===== config.mk =====
export PLATFORM = sky130hd
export DESIGN_NAME = socket_adapter_control_regs
export DESIGN_NICKNAME = d
export VERILOG_FILES = /design/src/rtl/socket_adapter_pkg.sv /design/src/rtl/socket_regs.sv /design/src/rtl/status_change_tracker.sv /design/src/rtl/socket_adapter_control_regs.sv
export SDC_FILE = /design/constraint.sdc
export NUM_CORES = 1
export LEC_CHECK = 0
export ABC_AREA = 1
export ABC_CLOCK_PERIOD_IN_PS = 3100
export BUFFER_PORTS_ARGS = -buffer_cell sky130_fd_sc_hd__buf_2
export CAP_MARGIN = 10
export CELL_PAD_IN_SITES_DETAIL_PLACEMENT = 0
export CELL_PAD_IN_SITES_GLOBAL_PLACEMENT = 1
export CORE_MARGIN = 2
export CORE_UTILIZATION = 48
export CTS_BUF_LIST = sky130_fd_sc_hd__clkbuf_4
export CTS_CLUSTER_SIZE = 30
export DETAILED_ROUTE_END_ITERATION = 8
export GPL_TIMING_DRIVEN = 0
export PLACE_DENSITY_LB_ADDON = 0.3
export SLEW_MARGIN = 20
export SYNTH_ARGS = -nofsm -noshare
export SYNTH_HDL_FRONTEND = slang
export SYNTH_SLANG_ARGS = --single-unit

===== constraint.sdc =====
create_clock -name clk_sys -period 3.1 [get_ports clk_sys]
set_input_delay 0.62 -clock clk_sys [delete_from_list [all_inputs] [get_ports clk_sys]]
set_output_delay 0.62 -clock clk_sys [all_outputs]
set_load 0.03 [all_outputs]

===== src/rtl/socket_adapter_pkg.sv =====
// Purpose: shared constants and carriers for the socket adapter register bank
// Assumes: 8-bit register file reached through an index port and a data port
// Notes:   every offset and field position, and the register reset values, live here

package socket_adapter_pkg;

  // ----------------------------------------------------------------
  // sizes
  // ----------------------------------------------------------------
  localparam int REG_W       = 8;
  localparam int NUM_SOCKETS = 2;
  localparam int CSC_W       = 4;

  // ----------------------------------------------------------------
  // index port fields
  // ----------------------------------------------------------------
  localparam int IDX_DEVICE_BIT = 7;
  localparam int IDX_SOCKET_BIT = 6;
  localparam int IDX_REG_LO     = 0;
  localparam int IDX_REG_W      = 6;
  localparam logic [7:0] INDEX_RESET = 8'h00;

  // ----------------------------------------------------------------
  // register indices
  // ----------------------------------------------------------------
  localparam logic [5:0] REG_CHIP_REVISION_ID      = 6'h00;
  localparam logic [5:0] REG_SOCKET_IF_STATUS      = 6'h01;
  localparam logic [5:0] REG_SOCKET_POWER_CONTROL  = 6'h02;
  localparam logic [5:0] REG_INTERRUPT_GEN_CONTROL = 6'h03;
  localparam logic [5:0] REG_CARD_STATUS_CHANGE    = 6'h04;
  localparam logic [5:0] REG_CHANGE_IRQ_CONFIG     = 6'h05;
  localparam logic [5:0] REG_WINDOW_MAP_ENABLE     = 6'h06;

  // ----------------------------------------------------------------
  // reset values and fixed answers
  // ----------------------------------------------------------------
  localparam logic [7:0] SOCKET_REG_RESET = 8'h00;
  localparam logic [3:0] CSC_RESET        = 4'h0;
  localparam logic [7:0] UNMAPPED_READ    = 8'h00;

  // ----------------------------------------------------------------
  // interface status bits
  // ----------------------------------------------------------------
  localparam int ST_VPP_VALID = 7;
  localparam int ST_POWER_ON  = 6;
  localparam int ST_READY     = 5;
  localparam int ST_WP        = 4;
  localparam int ST_DETECT_B  = 3;
  localparam int ST_DETECT_A  = 2;
  localparam int ST_BATT_B    = 1;
  localparam int ST_BATT_A    = 0;

  // ----------------------------------------------------------------
  // power control fields
  // ----------------------------------------------------------------
  localparam int PWR_CARD_EN = 7;
  localparam int PWR_COMPAT  = 6;
  localparam int PWR_AUTO    = 5;
  localparam int PWR_VCC_LO  = 3;
  localparam int PWR_VPP_LO  = 0;

  // ----------------------------------------------------------------
  // interrupt and general control fields
  // ----------------------------------------------------------------
  localparam int IGC_RING_EN = 7;
  localparam int IGC_RESET_N = 6;
  localparam int IGC_IS_IO   = 5;
  localparam int IGC_MGMT_EN = 4;
  localparam int IGC_IRQ_LO  = 0;

  // ----------------------------------------------------------------
  // status change flags and irq config fields
  // ----------------------------------------------------------------
  localparam int CSC_DETECT    = 3;
  localparam int CSC_READY     = 2;
  localparam int CSC_BATT_WARN = 1;
  localparam int CSC_BATT_DEAD = 0;
  localparam int CFG_IRQ_LO    = 4;

  // ----------------------------------------------------------------
  // carriers
  // ----------------------------------------------------------------
  typedef struct packed {
    logic vpp_valid_n;
    logic card_ready_irq;
    logic card_write_protect_io16;
    logic card_detect_a_n;
    logic card_detect_b_n;
    logic battery_detect_a_stschange;
    logic battery_detect_b_speaker;
  } card_pins_t;

  typedef struct packed {
    logic       cs;
    logic       sel_data;
    logic       rd;
    logic       wr;
    logic [7:0] wdata;
  } host_req_t;

  typedef struct packed {
    logic       card_output_enable;
    logic       auto_power;
    logic [1:0] vcc_power;
    logic [1:0] vpp_power;
    logic       card_reset_n;
    logic       ring_enable;
    logic       card_is_io;
    logic [3:0] card_irq_sel;
    logic [3:0] mgmt_irq_sel;
    logic [7:0] window_enable;
    logic       mgmt_irq_req;
  } socket_ctrl_t;

endpackage


===== src/rtl/socket_regs.sv =====
// Purpose: writable per-socket registers of one card socket
// Assumes: wr_en is already qualified by device, socket and clock enable
// Notes:   read-only registers are handled by the top

`timescale 1ns/1ps

module socket_regs
  import socket_adapter_pkg::*;
(
  input  wire logic       clk_sys,
  input  wire logic       rst_n,
  input  wire logic       wr_en,
  input  wire logic [5:0] reg_sel,
  input  wire logic [7:0] wdata,
  output logic [7:0]      power_ctrl,
  output logic [7:0]      int_gen_ctrl,
  output logic [7:0]      irq_config,
  output logic [7:0]      map_enable
);

  logic [7:0] next_power_ctrl;
  logic [7:0] next_int_gen_ctrl;
  logic [7:0] next_irq_config;
  logic [7:0] next_map_enable;

  // ----------------------------------------------------------------
  // write decode
  // ----------------------------------------------------------------
  always_comb begin
    next_power_ctrl   = power_ctrl;
    next_int_gen_ctrl = int_gen_ctrl;
    next_irq_config   = irq_config;
    next_map_enable   = map_enable;
    if (wr_en) begin
      unique case (reg_sel)
        REG_SOCKET_POWER_CONTROL:  next_power_ctrl   = wdata; // RULE_10
        REG_INTERRUPT_GEN_CONTROL: next_int_gen_ctrl = wdata; // RULE_11
        REG_CHANGE_IRQ_CONFIG:     next_irq_config   = wdata; // RULE_13
        REG_WINDOW_MAP_ENABLE:     next_map_enable   = wdata; // RULE_14
        default: ; // read-only and unmapped indices drop the write
      endcase
    end
  end

  // registers, all clear at reset
  always_ff @(posedge clk_sys or negedge rst_n) begin
    if (!rst_n) begin
      power_ctrl   <= SOCKET_REG_RESET;
      int_gen_ctrl <= SOCKET_REG_RESET;
      irq_config   <= SOCKET_REG_RESET;
      map_enable   <= SOCKET_REG_RESET;
    end else begin
      power_ctrl   <= next_power_ctrl;
      int_gen_ctrl <= next_int_gen_ctrl;
      irq_config   <= next_irq_config;
      map_enable   <= next_map_enable;
    end
  end

endmodule


===== src/rtl/status_change_tracker.sv =====
// Purpose: latch card pin changes of one socket as sticky change flags
// Assumes: pins synchronous to clk_sys, ce freezes the tracker
// Notes:   a change in the clearing cycle survives the clear

`timescale 1ns/1ps

module status_change_tracker
  import socket_adapter_pkg::*;
(
  input  wire logic       clk_sys,
  input  wire logic       rst_n,
  input  wire logic       ce,
  input  card_pins_t      pins,
  input  wire logic [3:0] enables,
  input  wire logic       card_is_io,
  input  wire logic       clear,
  output logic [3:0]      flags
);

  card_pins_t prev_pins;
  card_pins_t next_prev_pins;
  logic       primed;
  logic       next_primed;
  logic [3:0] next_flags;
  logic [3:0] set_evt;

  // ----------------------------------------------------------------
  // change detection
  // ----------------------------------------------------------------
  // primed masks the first sample so reset never looks like a change
  always_comb begin
    set_evt                = '0;
    set_evt[CSC_DETECT]    = (pins.card_detect_a_n != prev_pins.card_detect_a_n)
                           | (pins.card_detect_b_n != prev_pins.card_detect_b_n);
    // in I/O mode the ready pin carries the card interrupt, not ready
    set_evt[CSC_READY]     = !card_is_io
                           && (pins.card_ready_irq != prev_pins.card_ready_irq);
    set_evt[CSC_BATT_WARN] = pins.battery_detect_b_speaker
                           != prev_pins.battery_detect_b_speaker;
    set_evt[CSC_BATT_DEAD] = pins.battery_detect_a_stschange
                           != prev_pins.battery_detect_a_stschange;
    set_evt                = set_evt & enables & {CSC_W{primed}}; // RULE_13
    next_prev_pins         = ce ? pins : prev_pins;
    next_primed            = primed | ce;
    next_flags             = flags;
    if (ce) begin
      next_flags = (flags & ~{CSC_W{clear}}) | set_evt; // RULE_12
    end
  end

  // state registers
  always_ff @(posedge clk_sys or negedge rst_n) begin
    if (!rst_n) begin
      prev_pins <= '0;
      primed    <= 1'b0;
      flags     <= CSC_RESET;
    end else begin
      prev_pins <= next_prev_pins;
      primed    <= next_primed;
      flags     <= next_flags;
    end
  end
endmodule


===== src/rtl/socket_adapter_control_regs.sv =====
// Purpose: index/data register bank of a two-socket card host adapter
// Assumes: host strobes and card pins are synchronous to clk_sys
// Notes:   reads answer one cycle after the strobe, from a flop
//          socket_ctrl trails the registers by one enabled edge
//          change flags clear on read; a same-edge event survives
//          foreign-device reads answer 00, its writes are dropped
//
// Behaviour
// RULE_01 - index: device bit7, socket bit6, reg 5:0
// RULE_02 - data port reaches register picked by index
// RULE_03 - revision register: id, two zeros, stepping
// RULE_04 - status bit6 shows card power on
// RULE_05 - status bit7 is inverted vpp-valid pin
// RULE_06 - status bit5 is ready/irq pin level
// RULE_07 - status bit4 is write-protect pin level
// RULE_08 - status bits 3:2 inverted card-detect pins
// RULE_09 - status bits 1:0 battery-detect pin levels
// RULE_10 - power control read/write, clears at reset
// RULE_11 - interrupt/general control fields, clears at reset
// RULE_12 - change register flags four events, upper zero
// RULE_13 - irq config: irq select and event enables
// RULE_14 - mapping enable read/write, clears at reset

`timescale 1ns/1ps

module socket_adapter_control_regs
  import socket_adapter_pkg::*;
#(
  parameter logic [1:0] INTERFACE_ID = 2'h1, // arbitrary value
  parameter logic [3:0] STEPPING_REV = 4'h5, // arbitrary value
  parameter logic       DEVICE_ID    = 1'b0
)(
  input  wire logic                          clk_sys,
  input  wire logic                          rst_n,
  input  wire logic                          ce,
  input  host_req_t                          host_req,
  input  card_pins_t [NUM_SOCKETS-1:0]       card_pins,
  output logic [7:0]                         host_rdata,
  output logic                               host_rvalid,
  output socket_ctrl_t [NUM_SOCKETS-1:0]     socket_ctrl
);

  // ----------------------------------------------------------------
  // declarations
  // ----------------------------------------------------------------
  logic [7:0]                   index_reg;
  logic [7:0]                   next_index;
  logic [7:0]                   next_rdata;
  logic                         next_rvalid;
  socket_ctrl_t [NUM_SOCKETS-1:0] next_ctrl;
  logic [7:0]                   pwr [NUM_SOCKETS];
  logic [7:0]                   igc [NUM_SOCKETS];
  logic [7:0]                   cfg [NUM_SOCKETS];
  logic [7:0]                   map [NUM_SOCKETS];
  logic [3:0]                   csc [NUM_SOCKETS];
  logic [NUM_SOCKETS-1:0]       power_on;
  logic [NUM_SOCKETS-1:0]       sock_wr;
  logic [NUM_SOCKETS-1:0]       sock_clr;
  logic                         dev_ok;
  logic                         idx_wr;
  logic                         data_rd;
  logic                         data_wr;
  logic                         cur_sock;
  logic [5:0]                   cur_reg;

  // ----------------------------------------------------------------
  // helpers
  // ----------------------------------------------------------------
  // live pin view, pins read at the moment of the access
  function automatic logic [7:0] status_byte(card_pins_t p, logic pwr_on);
    logic [7:0] s;
    s              = '0;
    s[ST_VPP_VALID] = ~p.vpp_valid_n;                                     // RULE_05
    s[ST_POWER_ON]  = pwr_on;                                             // RULE_04
    s[ST_READY]     = p.card_ready_irq;                                   // RULE_06
    s[ST_WP]        = p.card_write_protect_io16;                          // RULE_07
    s[ST_DETECT_B]  = ~p.card_detect_b_n;                                 // RULE_08
    s[ST_DETECT_A]  = ~p.card_detect_a_n;                                 // RULE_08
    s[ST_BATT_B]    = p.battery_detect_b_speaker;                         // RULE_09
    s[ST_BATT_A]    = p.battery_detect_a_stschange;                       // RULE_09
    return s;
  endfunction

  function automatic logic [7:0] revision_byte();
    return {INTERFACE_ID, 2'b00, STEPPING_REV}; // RULE_03
  endfunction

  // ----------------------------------------------------------------
  // access decode
  // ----------------------------------------------------------------
  // a bit 7 that differs from DEVICE_ID means another chip owns the data port
  always_comb begin
    cur_sock = index_reg[IDX_SOCKET_BIT];
    cur_reg  = index_reg[IDX_REG_LO +: IDX_REG_W];
    dev_ok   = index_reg[IDX_DEVICE_BIT] == DEVICE_ID;
    idx_wr   = ce && host_req.cs && !host_req.sel_data && host_req.wr;
    data_rd  = ce && host_req.cs && host_req.sel_data && host_req.rd;
    data_wr  = ce && host_req.cs && host_req.sel_data && host_req.wr && dev_ok; // RULE_02
    for (int s = 0; s < NUM_SOCKETS; s++) begin
      sock_wr[s]  = data_wr && (cur_sock == s[0]);
      sock_clr[s] = data_rd && dev_ok && (cur_sock == s[0])
                  && (cur_reg == REG_CARD_STATUS_CHANGE);
      power_on[s] = |pwr[s][PWR_VCC_LO +: 2];
    end
  end

  // ----------------------------------------------------------------
  // per-socket storage
  // ----------------------------------------------------------------
  for (genvar g = 0; g < NUM_SOCKETS; g++) begin : g_socket
    socket_regs u_regs (
      .clk_sys      (clk_sys),
      .rst_n        (rst_n),
      .wr_en        (sock_wr[g]),
      .reg_sel      (cur_reg),
      .wdata        (host_req.wdata),
      .power_ctrl   (pwr[g]),
      .int_gen_ctrl (igc[g]),
      .irq_config   (cfg[g]),
      .map_enable   (map[g])
    );

    status_change_tracker u_track (
      .clk_sys    (clk_sys),
      .rst_n      (rst_n),
      .ce         (ce),
      .pins       (card_pins[g]),
      .enables    (cfg[g][CSC_W-1:0]),
      .card_is_io (igc[g][IGC_IS_IO]),
      .clear      (sock_clr[g]),
      .flags      (csc[g])
    );
  end

  // ----------------------------------------------------------------
  // index port and read path
  // ----------------------------------------------------------------
  // index read needs no device match; it is shared by the whole chip
  always_comb begin
    next_index  = idx_wr ? host_req.wdata : index_reg; // RULE_01
    next_rvalid = ce ? (host_req.cs && host_req.rd) : host_rvalid;
    next_rdata  = host_rdata;
    if (ce && host_req.cs && host_req.rd) begin
      if (!host_req.sel_data) begin
        next_rdata = index_reg; // RULE_01
      end else if (!dev_ok) begin
        next_rdata = UNMAPPED_READ;
      end else begin
        unique case (cur_reg) // RULE_02
          REG_CHIP_REVISION_ID:      next_rdata = revision_byte();
          REG_SOCKET_IF_STATUS:      next_rdata = status_byte(card_pins[cur_sock],
                                                              power_on[cur_sock]);
          REG_SOCKET_POWER_CONTROL:  next_rdata = pwr[cur_sock];                  // RULE_10
          REG_INTERRUPT_GEN_CONTROL: next_rdata = igc[cur_sock];                  // RULE_11
          REG_CARD_STATUS_CHANGE:    next_rdata = {4'h0, csc[cur_sock]};          // RULE_12
          REG_CHANGE_IRQ_CONFIG:     next_rdata = cfg[cur_sock];                  // RULE_13
          REG_WINDOW_MAP_ENABLE:     next_rdata = map[cur_sock];                  // RULE_14
          default:                   next_rdata = UNMAPPED_READ;
        endcase
      end
    end
  end

  // ----------------------------------------------------------------
  // socket control outputs
  // ----------------------------------------------------------------
  // registered copy keeps every output on a flop, at one cycle of lag
  always_comb begin
    next_ctrl = socket_ctrl;
    if (ce) begin
      for (int s = 0; s < NUM_SOCKETS; s++) begin
        next_ctrl[s].card_output_enable = pwr[s][PWR_CARD_EN];   // RULE_10
        next_ctrl[s].auto_power         = pwr[s][PWR_AUTO];
        next_ctrl[s].vcc_power          = pwr[s][PWR_VCC_LO +: 2];
        next_ctrl[s].vpp_power          = pwr[s][PWR_VPP_LO +: 2];
        next_ctrl[s].ring_enable        = igc[s][IGC_RING_EN];   // RULE_11
        next_ctrl[s].card_reset_n       = igc[s][IGC_RESET_N];
        next_ctrl[s].card_is_io         = igc[s][IGC_IS_IO];
        next_ctrl[s].card_irq_sel       = igc[s][IGC_IRQ_LO +: 4];
        next_ctrl[s].mgmt_irq_sel       = cfg[s][CFG_IRQ_LO +: 4]; // RULE_13
        next_ctrl[s].window_enable      = map[s];                // RULE_14
        next_ctrl[s].mgmt_irq_req       = igc[s][IGC_MGMT_EN] && (csc[s] != 4'h0);
      end
    end
  end

  // all state lives here apart from the socket submodules
  always_ff @(posedge clk_sys or negedge rst_n) begin
    if (!rst_n) begin
      index_reg   <= INDEX_RESET;
      host_rdata  <= 8'h00;
      host_rvalid <= 1'b0;
      socket_ctrl <= '0;
    end else begin
      index_reg   <= next_index;
      host_rdata  <= next_rdata;
      host_rvalid <= next_rvalid;
      socket_ctrl <= next_ctrl;
    end
  end

  logic rd_hit;
  logic stat_rd;
  assign rd_hit  = data_rd && dev_ok;
  assign stat_rd = rd_hit && (cur_reg == REG_SOCKET_IF_STATUS);
endmodule


==> results.cfg, run 1 <==
[status]
status = complete, no violations

[logic_synthesis]
synth_edf_count = 0
netlist_area_mm2 = 0.006997
ys_ff_latch = 153
synth.distinct_cells = 34
seq_area_frac_synth_pct = 54.72
yosys.area.top_type_share_pct = 54.72
yosys.area.top_type = dfrtp_1
synthArstFlopShare_pct = 100.0
synth-main-ff-cell = dfrtp_1
synth_nets = 874
ys.warnings.count = 0
synthCells = 845
synth.avg_cell_area_um2 = 8.280
ys_top_cells_by_area = dfrtp_1, nand2_1, o21ai_0

[sta]
min_period_ns = 2.012
rsz0062_at_grt = no
worst_slew_pin_slew_ns = 0.7445
setup_viol = 0
max_freq_mhz = 497.0
hold_viol = 0
slew_headroom_pct = 50.36
fin_crit_sh_pct = 64.90
finClkSkew_ns = 0.02336
drv_slew = 0

[power]
power.switching_mw = 1.663
power_density_mw_per_mm2 = 599.7
clkPwrFrac_pct = 29.2
power_frac_seq_pct = 48.7
ir_drop_mv = 0.3619
power.total_mw = 4.818
p_sw_share_pct = 34.52
pwr-share-comb_pct = 22.1
internal_power_mw = 3.155
p_leak_nw = 4.178

[global_route]
grtUsageMet2_pct = 39.41
grt_max_degree = 100
antenna_found_initial = 0
grt_overflow_total = 0
grt_pass1_vias = 5732
grt_util_met3_pct = 5.799
grtUsageMet1_pct = 40.87
grt_pass1_wl_um = 32270
grt_usage_pct = 27.36
busiest_layer = met1

[worst_setup_path]
crit_fanout = 10
end_kind = flip-flop
required_ns = 3.59
rr_worst_depth = 7
critPathLaunchType = flip-flop
worstSetupPathType = flip-flop to flip-flop
arrival_ns = 2.50

[job]
maxCapViolCount = 0

[die]
coreArea_mm2 = 0.01437
start_util_pct = 48.69
io_pins = 90
fp-row-count = 44
die-area_mm2 = 0.01556
die_h_um = 124.7
die_w_um = 124.7

[cells_and_area]
largest_register_ffs = 52
area_growth_pct = 14.82
fillerInstances = 1401
n_antenna_cell = 0
nets = 982
regMostFlops = socket_ctrl
final_area_mm2 = 0.008034
final_cell_mix = nand2_1, dfrtp_1, o21ai_0
drive_gt1_share_pct = 17.51
layout_commonest_cell = nand2_1

[clock_tree]
htreeDepth = 4
cts_buffers = 17
cts_buffer_depth = 2
clkTransAtPathRegs_ns = 0.14
cts-root-buf = clkbuf_4
clkSinkCount = 153
cts_tree = built
postCtsSetupBuffers = 0
clock_latency_ns = 0.59

[route]
drc = 0
wirelength_um = 20250
drtIter0Drc = 601
drtAntennaViolNets = 0
vias = 6028
post_drt_wl_per_cell_um = 17.62
first_pass_iters = 5
vias_per_cell = 5.246

[min_path]
min_path_cells = 3
hold_class = input pin to flip-flop

[placed_design]
hpwl_um = 14700
place_area_mm2 = 0.007700
place.gp.congestion = 0.9034
port_buffers = 87
-- worst paths after layout --
kind                                      start                                to  slack, ns
max in group asynchronous                 rst_n                   socket_ctrl[20]       1.72
worst max-delay path               index_reg[6]                     host_rdata[6]       1.09
worst max register to register     index_reg[6]                     host_rdata[6]       1.09
min in group asynchronous                 rst_n  g_socket[0].u_regs.map_enable[1]       0.52
worst min-delay path               card_pins[0]  g_socket[0].u_track.prev_pins[0]       0.27
worst min register to register  socket_ctrl[14]                   socket_ctrl[14]       0.48
-- kinds of logic after synthesis --
logic type                Yosys count  share of synthesized area [%]
and+or+nand+nor                   404                          24.55
DFF                               153                          54.72
buffers and inverters             114                          7.117
xor gates and xnor gates           10                          1.252
AOI/OAI and AO/OA                 164                          12.36
-- power groups by stage --
stage | Combinational (mW) | Sequential (mW) | Clock (mW)
floorplan | 0.512 | 2.53 | 0
global placement | 1.05 | 2.38 | 0
detailed placement | 1.06 | 2.38 | 0
CTS | 1.07 | 2.34 | 1.43
global route | 1.18 | 2.37 | 1.52
finish | 1.07 | 2.35 | 1.41
-- worst max-delay path: stages (launching register included) --
cell	delay, ns
dfrtp_1	0.50
buf_2	0.32
buf_2	0.32
o21ai_0	0.15
nand2_1	0.10
nand3_1	0.11
o21ai_0	0.33
nand2_1	0.08
-- stage by stage --
step / setup WS [ns] / util, % / setup TNS (ns) / hold slack, ns / instances
2_1_floorplan: 1.388 / - / 0 / 0.3244 / 845
3_3_place_gp: -0.9070 / 53.33 / -135.93 / 0.4523 / 1116
3_5_place_dp: 0.7539 / 53.59 / 0 / 0.4573 / 1117
4_1_cts: 1.124 / 55.91 / 0 / 0.2561 / 1149
5_1_grt: 0.9690 / 55.91 / 0 / 0.2465 / 1149
6_report: 1.088 / 55.91 / 0 / 0.2704 / 1149
-- final cells by class --
class	count	area, um^2	area share (%)
buffer	35	196.4	2.445
clock buffer	17	127.6	1.589
clock inverter	14	196.4	2.445
inverter	79	301.5	3.753
multi-input combinational	578	2670	33.23
sequential	153	3829	47.66
tap	184	230.2	2.866
timing repair buffer	89	483.0	6.012
-- Yosys cell counts, types with 2 or more instances --
master and n:
buf_6 4, xnor2_1 6, nor3_1 2, nor2_8 2
o21ai_1 2, nor2_1 62, inv_2 3, xor2_1 4
buf_4 7, clkbuf_1 17, o32ai_1 6, nand3_4 2
nand3_1 18, nor2_4 8, a21oi_1 38, o21ai_0 110
nor3_2 2, o22ai_1 2, a21oi_2 3, or2_2 7
nand2_2 4, nand2_1 292, inv_1 75, dfrtp_1 153
buf_2 7
-- what timing repair did --
item | CTS | global route
hold buffers | 1 | 0
endpoints found under the hold margin | 54 | 0
gates resized for setup | 0 | 0
-- layer usage --
metal | wire length, um | part of all wire, %
met2 | 8780 | 43
met1 | 9501 | 47
met3 | 1446 | 7.1
met4 | 518 | 2.6
met5 | 0 | 0
Note: power is estimated with default switching activity, not from simulation.
==> inputs of run 2 (changes only) <==
--- a/config.mk
+++ b/config.mk
@@ -6,13 +6,13 @@
 export NUM_CORES = 1
 export LEC_CHECK = 0
 export ABC_AREA = 1
-export ABC_CLOCK_PERIOD_IN_PS = 3100
+export ABC_CLOCK_PERIOD_IN_PS = 1700
 export BUFFER_PORTS_ARGS = -buffer_cell sky130_fd_sc_hd__buf_2
 export CAP_MARGIN = 10
 export CELL_PAD_IN_SITES_DETAIL_PLACEMENT = 0
 export CELL_PAD_IN_SITES_GLOBAL_PLACEMENT = 1
 export CORE_MARGIN = 2
-export CORE_UTILIZATION = 48
+export CORE_UTILIZATION = 40
 export CTS_BUF_LIST = sky130_fd_sc_hd__clkbuf_4
 export CTS_CLUSTER_SIZE = 30
 export DETAILED_ROUTE_END_ITERATION = 8
==> constraint.sdc (replaced) <==
create_clock -name clk_sys -period 1.7 [get_ports clk_sys]
set_input_delay 0.34 -clock clk_sys [delete_from_list [all_inputs] [get_ports clk_sys]]
set_output_delay 0.34 -clock clk_sys [all_outputs]
set_load 0.03 [all_outputs]
==> run 2 against run 1 <==
Effect of this change:
- sequential cell count unchanged
- setup slack worse by 1.0 ns
- core utilization down 6.3 points
- fmax up 22%
- final cell count up 6.3%
- worst hold slack worse by 0.21 ns
- power up 90%
- largest power group unchanged
- design area up 6.0%
==> results.cfg, run 2 (synthesized netlist as in run 1, its figures left out) <==
[placed_design]
place_ws_ns = -0.3852
place.gp.congestion = 0.9260
port_buffers = 87
hpwl_um = 15620

[global_route]
grt_pass1_vias = 5852
grt_pass1_wl_um = 33660
antenna_found_initial = 1
grt_max_degree = 88
grt_overflow_total = 0
grt_usage_pct = 24.68

[power]
ir_drop_mv = 0.8650
power.total_mw = 9.160
power_density_mw_per_mm2 = 1075
p_leak_nw = 4.385

[route]
drc = 0
first_pass_iters = 5
post_drt_wl_per_cell_um = 17.91
drtAntennaViolNets = 0
vias = 6082
drtIter0Drc = 367
wirelength_um = 21870
vias_per_cell = 4.981

[clock_tree]
clkSinkCount = 153
cts_tree = built
cts_buffers = 17
clock_latency_ns = 0.58
cts-root-buf = clkbuf_4
htreeDepth = 4
cts_buffer_depth = 2
clkTransAtPathRegs_ns = 0.13

[die]
coreArea_mm2 = 0.01718
die_w_um = 136.3
die_h_um = 136.3
fp-row-count = 48
io_pins = 90
die-area_mm2 = 0.01857
start_util_pct = 40.73

[cells_and_area]
fillerInstances = 1781
nets = 1011
area_growth_pct = 21.73
final_cell_mix = nand2_1, dfrtp_1, o21ai_0
layout_commonest_cell = nand2_1
drive_gt1_share_pct = 21.81
regMostFlops = socket_ctrl
largest_register_ffs = 52

[sta]
max_freq_mhz = 607.2
min_period_ns = 1.647
finClkSkew_ns = 0.01914
final.setup.worst_slack_ns = 0.05298
fin_crit_sh_pct = 96.88
drv_slew = 0
worst_slew_pin_slew_ns = 0.7947
slew_headroom_pct = 47.02
hold_viol = 0
setup_viol = 0

[worst_setup_path]
crit_fanout = 10
required_ns = 2.17
arrival_ns = 2.12
worstSetupPathType = flip-flop to flip-flop
end_kind = flip-flop
critPathLaunchType = flip-flop

[status]
status = complete, no violations

[job]
maxCapViolCount = 0

[min_path]
hold_class = input pin to flip-flop
run 2: cell types whose count changed in the layout (fill, tap and decap cells not counted), moves of 3 or more:
cell           delta
o21ai_1           +5
inv_1             -4
nor2_1            -8
dlygate4sd3_1     +8
buf_4            +20
clkbuf_4          +4
dfrtp_2           +3
dfrtp_1           -3
buf_2             -4
nor2_4            +4
nand2_1           -4
nor2_2            +4
o21ai_0           -6
run 2: where the power goes:
part           switching, mW  internal [mW]  total (mW)
sequential             0.256           4.03        4.28
clock                   1.36           1.34        2.70
combinational           1.50          0.681        2.18
run 2: worst paths after layout:
path                       cells after the start  slack (ns)                          endpoint             from
hold reg to reg                                2        0.48                   socket_ctrl[13]  socket_ctrl[13]
max in group asynchronous                      3        0.60                      index_reg[0]            rst_n
setup / recovery                               8        0.05                     host_rdata[5]     index_reg[6]
setup reg to reg                               8        0.05                     host_rdata[5]     index_reg[6]
min in group asynchronous                      2        0.26                   socket_ctrl[32]            rst_n
hold / removal                                 3        0.06  g_socket[1].u_track.prev_pins[2]     card_pins[9]
run 2: through the flow:
step	TNS [ns]	instances	area (um^2)	util, %	hold WS [ns]
finish	0	1221	8517	49.58	0.05947
global placement	-332.53	1157	7714	44.91	0.4549
floorplan	0	845	6997	-	0.04441
detailed placement	-11.79	1158	7751	45.13	0.3332
global route	-0.02445	1221	8517	49.58	0.02366
CTS	0	1202	8265	48.12	0.03386
run 2: layer usage:
layer  track usage, %  up-vias  share of wire [%]
met1            36.13     2921                 48
met4            7.928        0                1.8
li1                 -     2955                  -
met2            37.24      172                 45
met3            4.325       34                5.0
met5                0        -                  0
run 2: repair_timing:
item,CTS,global route
gates cloned,0,2
gates resized for setup,20,33
buffers inserted,3,16
endpoints found under the hold margin,74,0
pin swaps,2,8
hold buffers,9,0
endpoints found under the setup margin,52,58
run 2: final cells by class:
| cell class | instances | area (um^2) | share of cell area, % |
|---|---|---|---|
| tap | 225 | 281.5 | 3.305 |
| multi-input combinational | 578 | 2778 | 32.61 |
| buffer | 35 | 225.2 | 2.644 |
| clock inverter | 13 | 200.2 | 2.351 |
| sequential | 153 | 3832 | 45.00 |
| inverter | 79 | 306.5 | 3.599 |
| timing repair buffer | 118 | 748.2 | 8.785 |
| clock buffer | 19 | 142.6 | 1.675 |
| antenna | 1 | 2.502 | 0.02938 |
run 2: worst max-delay path, cell delays in order (launching register included):
cell     delay (ns)
dfrtp_2        0.47
buf_4          0.21
buf_4          0.19
nand2_1        0.07
nand2_1        0.10
nand2_1        0.09
nand2_1        0.06
nor3_2         0.28
o21ai_1        0.09
==> inputs of run 3 (changes only) <==
--- a/config.mk
+++ b/config.mk
@@ -5,14 +5,13 @@
 export SDC_FILE = /design/constraint.sdc
 export NUM_CORES = 1
 export LEC_CHECK = 0
-export ABC_AREA = 1
 export ABC_CLOCK_PERIOD_IN_PS = 1700
 export BUFFER_PORTS_ARGS = -buffer_cell sky130_fd_sc_hd__buf_2
 export CAP_MARGIN = 10
 export CELL_PAD_IN_SITES_DETAIL_PLACEMENT = 0
 export CELL_PAD_IN_SITES_GLOBAL_PLACEMENT = 1
 export CORE_MARGIN = 2
-export CORE_UTILIZATION = 40
+export CORE_UTILIZATION = 44
 export CTS_BUF_LIST = sky130_fd_sc_hd__clkbuf_4
 export CTS_CLUSTER_SIZE = 30
 export DETAILED_ROUTE_END_ITERATION = 8
==> run 3 against run 2 <==
Effect of this change:
- sequential power down 4%
- first-iteration DRC count fell by 1.4%
- fmax decreased by 18%
- die area decreased by 10%
- synthesized cell count fell by 41%
- the flow now finishes with violations (negative setup slack)
==> results.cfg, run 3 <==
[logic_synthesis]
synth_edf_count = 0
ys.warnings.count = 0
synth_common_cells = dfrtp_1, mux2_2, mux2i_1, a21oi_1
netlist_area_mm2 = 0.006894
yosys.area.top_type = dfrtp_1
synth_most_common_cell = dfrtp_1
ys_ff_latch = 153
yosys.area.top_type_share_pct = 55.54
seq_area_frac_synth_pct = 55.54
synthCells = 495
synth-main-ff-cell = dfrtp_1
synth_nets = 524
ys_top_cells_by_area = dfrtp_1, mux2_2, mux2i_1
synth.distinct_cells = 50
synth.avg_cell_area_um2 = 13.93
synthArstFlopShare_pct = 100.0

[global_route]
grt_pass1_wl_um = 29820
grt_max_degree = 100
grt_pass1_vias = 5152
grt_overflow_total = 0
grt_usage_pct = 24.35
antenna_found_initial = 1

[route]
wirelength_um = 19210
drtIter0Drc = 362
first_pass_iters = 5
vias = 4826
drtAntennaViolNets = 0
vias_per_cell = 5.566
drc = 0
post_drt_wl_per_cell_um = 22.16

[die]
coreArea_mm2 = 0.01526
die-area_mm2 = 0.01669
die_w_um = 129.2
start_util_pct = 45.18
fp-row-count = 45
io_pins = 90
die_h_um = 129.2

[sta]
worst_slew_pin_slew_ns = 0.8871
final.setup.worst_slack_ns = -0.2982
rsz0062_at_grt = yes
slew_headroom_pct = 40.86
max_freq_mhz = 500.5
fin_crit_sh_pct = 117.5
finClkSkew_ns = 0.01665
setup_viol = 80
min_period_ns = 1.998
hold_viol = 0
drv_slew = 0

[cells_and_area]
fin_cells = 867
regMostFlops = socket_ctrl
layout_commonest_cell = dfrtp_1
drive_gt1_share_pct = 53.89
largest_register_ffs = 52
fillerInstances = 1265
seq_area_mm2 = 0.003834
nets = 671
final_cell_mix = dfrtp_1, mux2_2, buf_2
area_growth_pct = 26.26
multiInputGateArea_mm2 = 0.003267

[power]
power_density_mw_per_mm2 = 952.5
power.total_mw = 8.291
ir_drop_mv = 0.4674
p_leak_nw = 4.301

[worst_setup_path]
arrival_ns = 2.50
crit_chain = or4b_4 -> buf_6 -> nand2b_4 -> buf_4 -> buf_6 -> o22a_1 -> a31oi_1
worstSetupPathType = flip-flop to flip-flop
crit_fanout = 5
crit_path_max_incr_delay_ns = 0.56
critPathTopFamily = simple AND/OR/NAND/NOR gates
end_kind = flip-flop
slowest_stage = or4b_4
cpMostUsedCell = buf_6
cp_num_buf_inv = 3
required_ns = 2.20
critPathLaunchType = flip-flop

[clock_tree]
cts_buffer_depth = 2
clkSinkCount = 153
clock_latency_ns = 0.58
htreeDepth = 4
clkTransAtPathRegs_ns = 0.13
cts-root-buf = clkbuf_4
cts_tree = built
cts_buffers = 17

[placed_design]
place.gp.congestion = 0.9213
dp_cells = 795
hpwl_um = 12850
port_buffers = 88

[status]
status = finished with violations
failed_checks = negative setup slack

[min_path]
hold_class = input pin to flip-flop

[job]
maxCapViolCount = 0
## run 3: worst paths after layout
check / from / endpoint / slack, ns / depth (start not counted)
worst max-delay path: index_reg[5] / host_rdata[5] / -0.30 / 7
worst min-delay path: card_pins[2] / g_socket[0].u_track.prev_pins[2] / 0.04 / 2
worst max register to register: index_reg[5] / host_rdata[5] / -0.30 / 7
worst min register to register: g_socket[1].u_track.primed / g_socket[1].u_track.primed / 0.48 / 1
max in group asynchronous: rst_n / index_reg[6] / 0.58 / 3
min in group asynchronous: rst_n / g_socket[1].u_track.prev_pins[3] / 0.25 / 2
## run 3: final cells by class
cell class                 instances  area share (%)
sequential                       153           44.04
buffer                            21           1.696
multi-input combinational        316           37.53
antenna                            1         0.02875
timing repair buffer             128           10.05
inverter                           5          0.2156
tap                              211           3.033
clock buffer                      23           1.984
clock inverter                     9           1.423
## run 3: logic make-up (layout without fill, tap and decap cells)
kind of cell	after synthesis	count (layout)	share of synthesized area (%)
compound gates	61	61	6.425
xor+xnor	10	10	1.270
buf+inv	26	186	1.779
mux	173	173	27.71
flops	153	153	55.54
simple gates	72	72	7.278
other cells	0	1	0
## run 3: stage by stage
stage	hold WS (ns)	cell area, um^2	setup WS [ns]	TNS, ns	utilization [%]
after detailed placement	0.2848	7711	-0.8069	-32.18	50.54
final	0.03773	8705	-0.2982	-18.42	57.05
after global placement	0.4478	7674	-1.916	-322.06	50.29
after CTS	0.01561	8586	-0.2622	-16.03	56.27
after floorplan	0.04441	6969	-0.1733	-4.618	-
after global routing	0.006175	8705	-0.3269	-21.12	57.05
## run 3: per-layer routing
layer / track usage (%) / share of wire (%)
met1: 32.14 / 43
met2: 38.48 / 47
met3: 6.647 / 6.6
met4: 9.463 / 2.9
met5: 0 / 0
## run 3: worst reg2reg max path, cell delays in order (launching register included)
cell      delay, ns
dfrtp_2        0.43
or4b_4         0.56
buf_6          0.13
nand2b_4       0.14
buf_4          0.15
buf_6          0.13
o22a_1         0.25
a31oi_1        0.14
## run 3: power breakdown
group          switching, mW  total [mW]  internal [mW]
combinational           1.07        1.85          0.778
clock                   1.24        2.35           1.11
sequential             0.208        4.09           3.88
## run 3: what timing repair did
item                       CTS  global route
gates resized for setup     68            15
hold endpoints to repair    54             0
setup endpoints to repair   80            80
hold buffers                 1             0
cloned                       1             0
setup buffers               32             5
pin swaps                   19            21
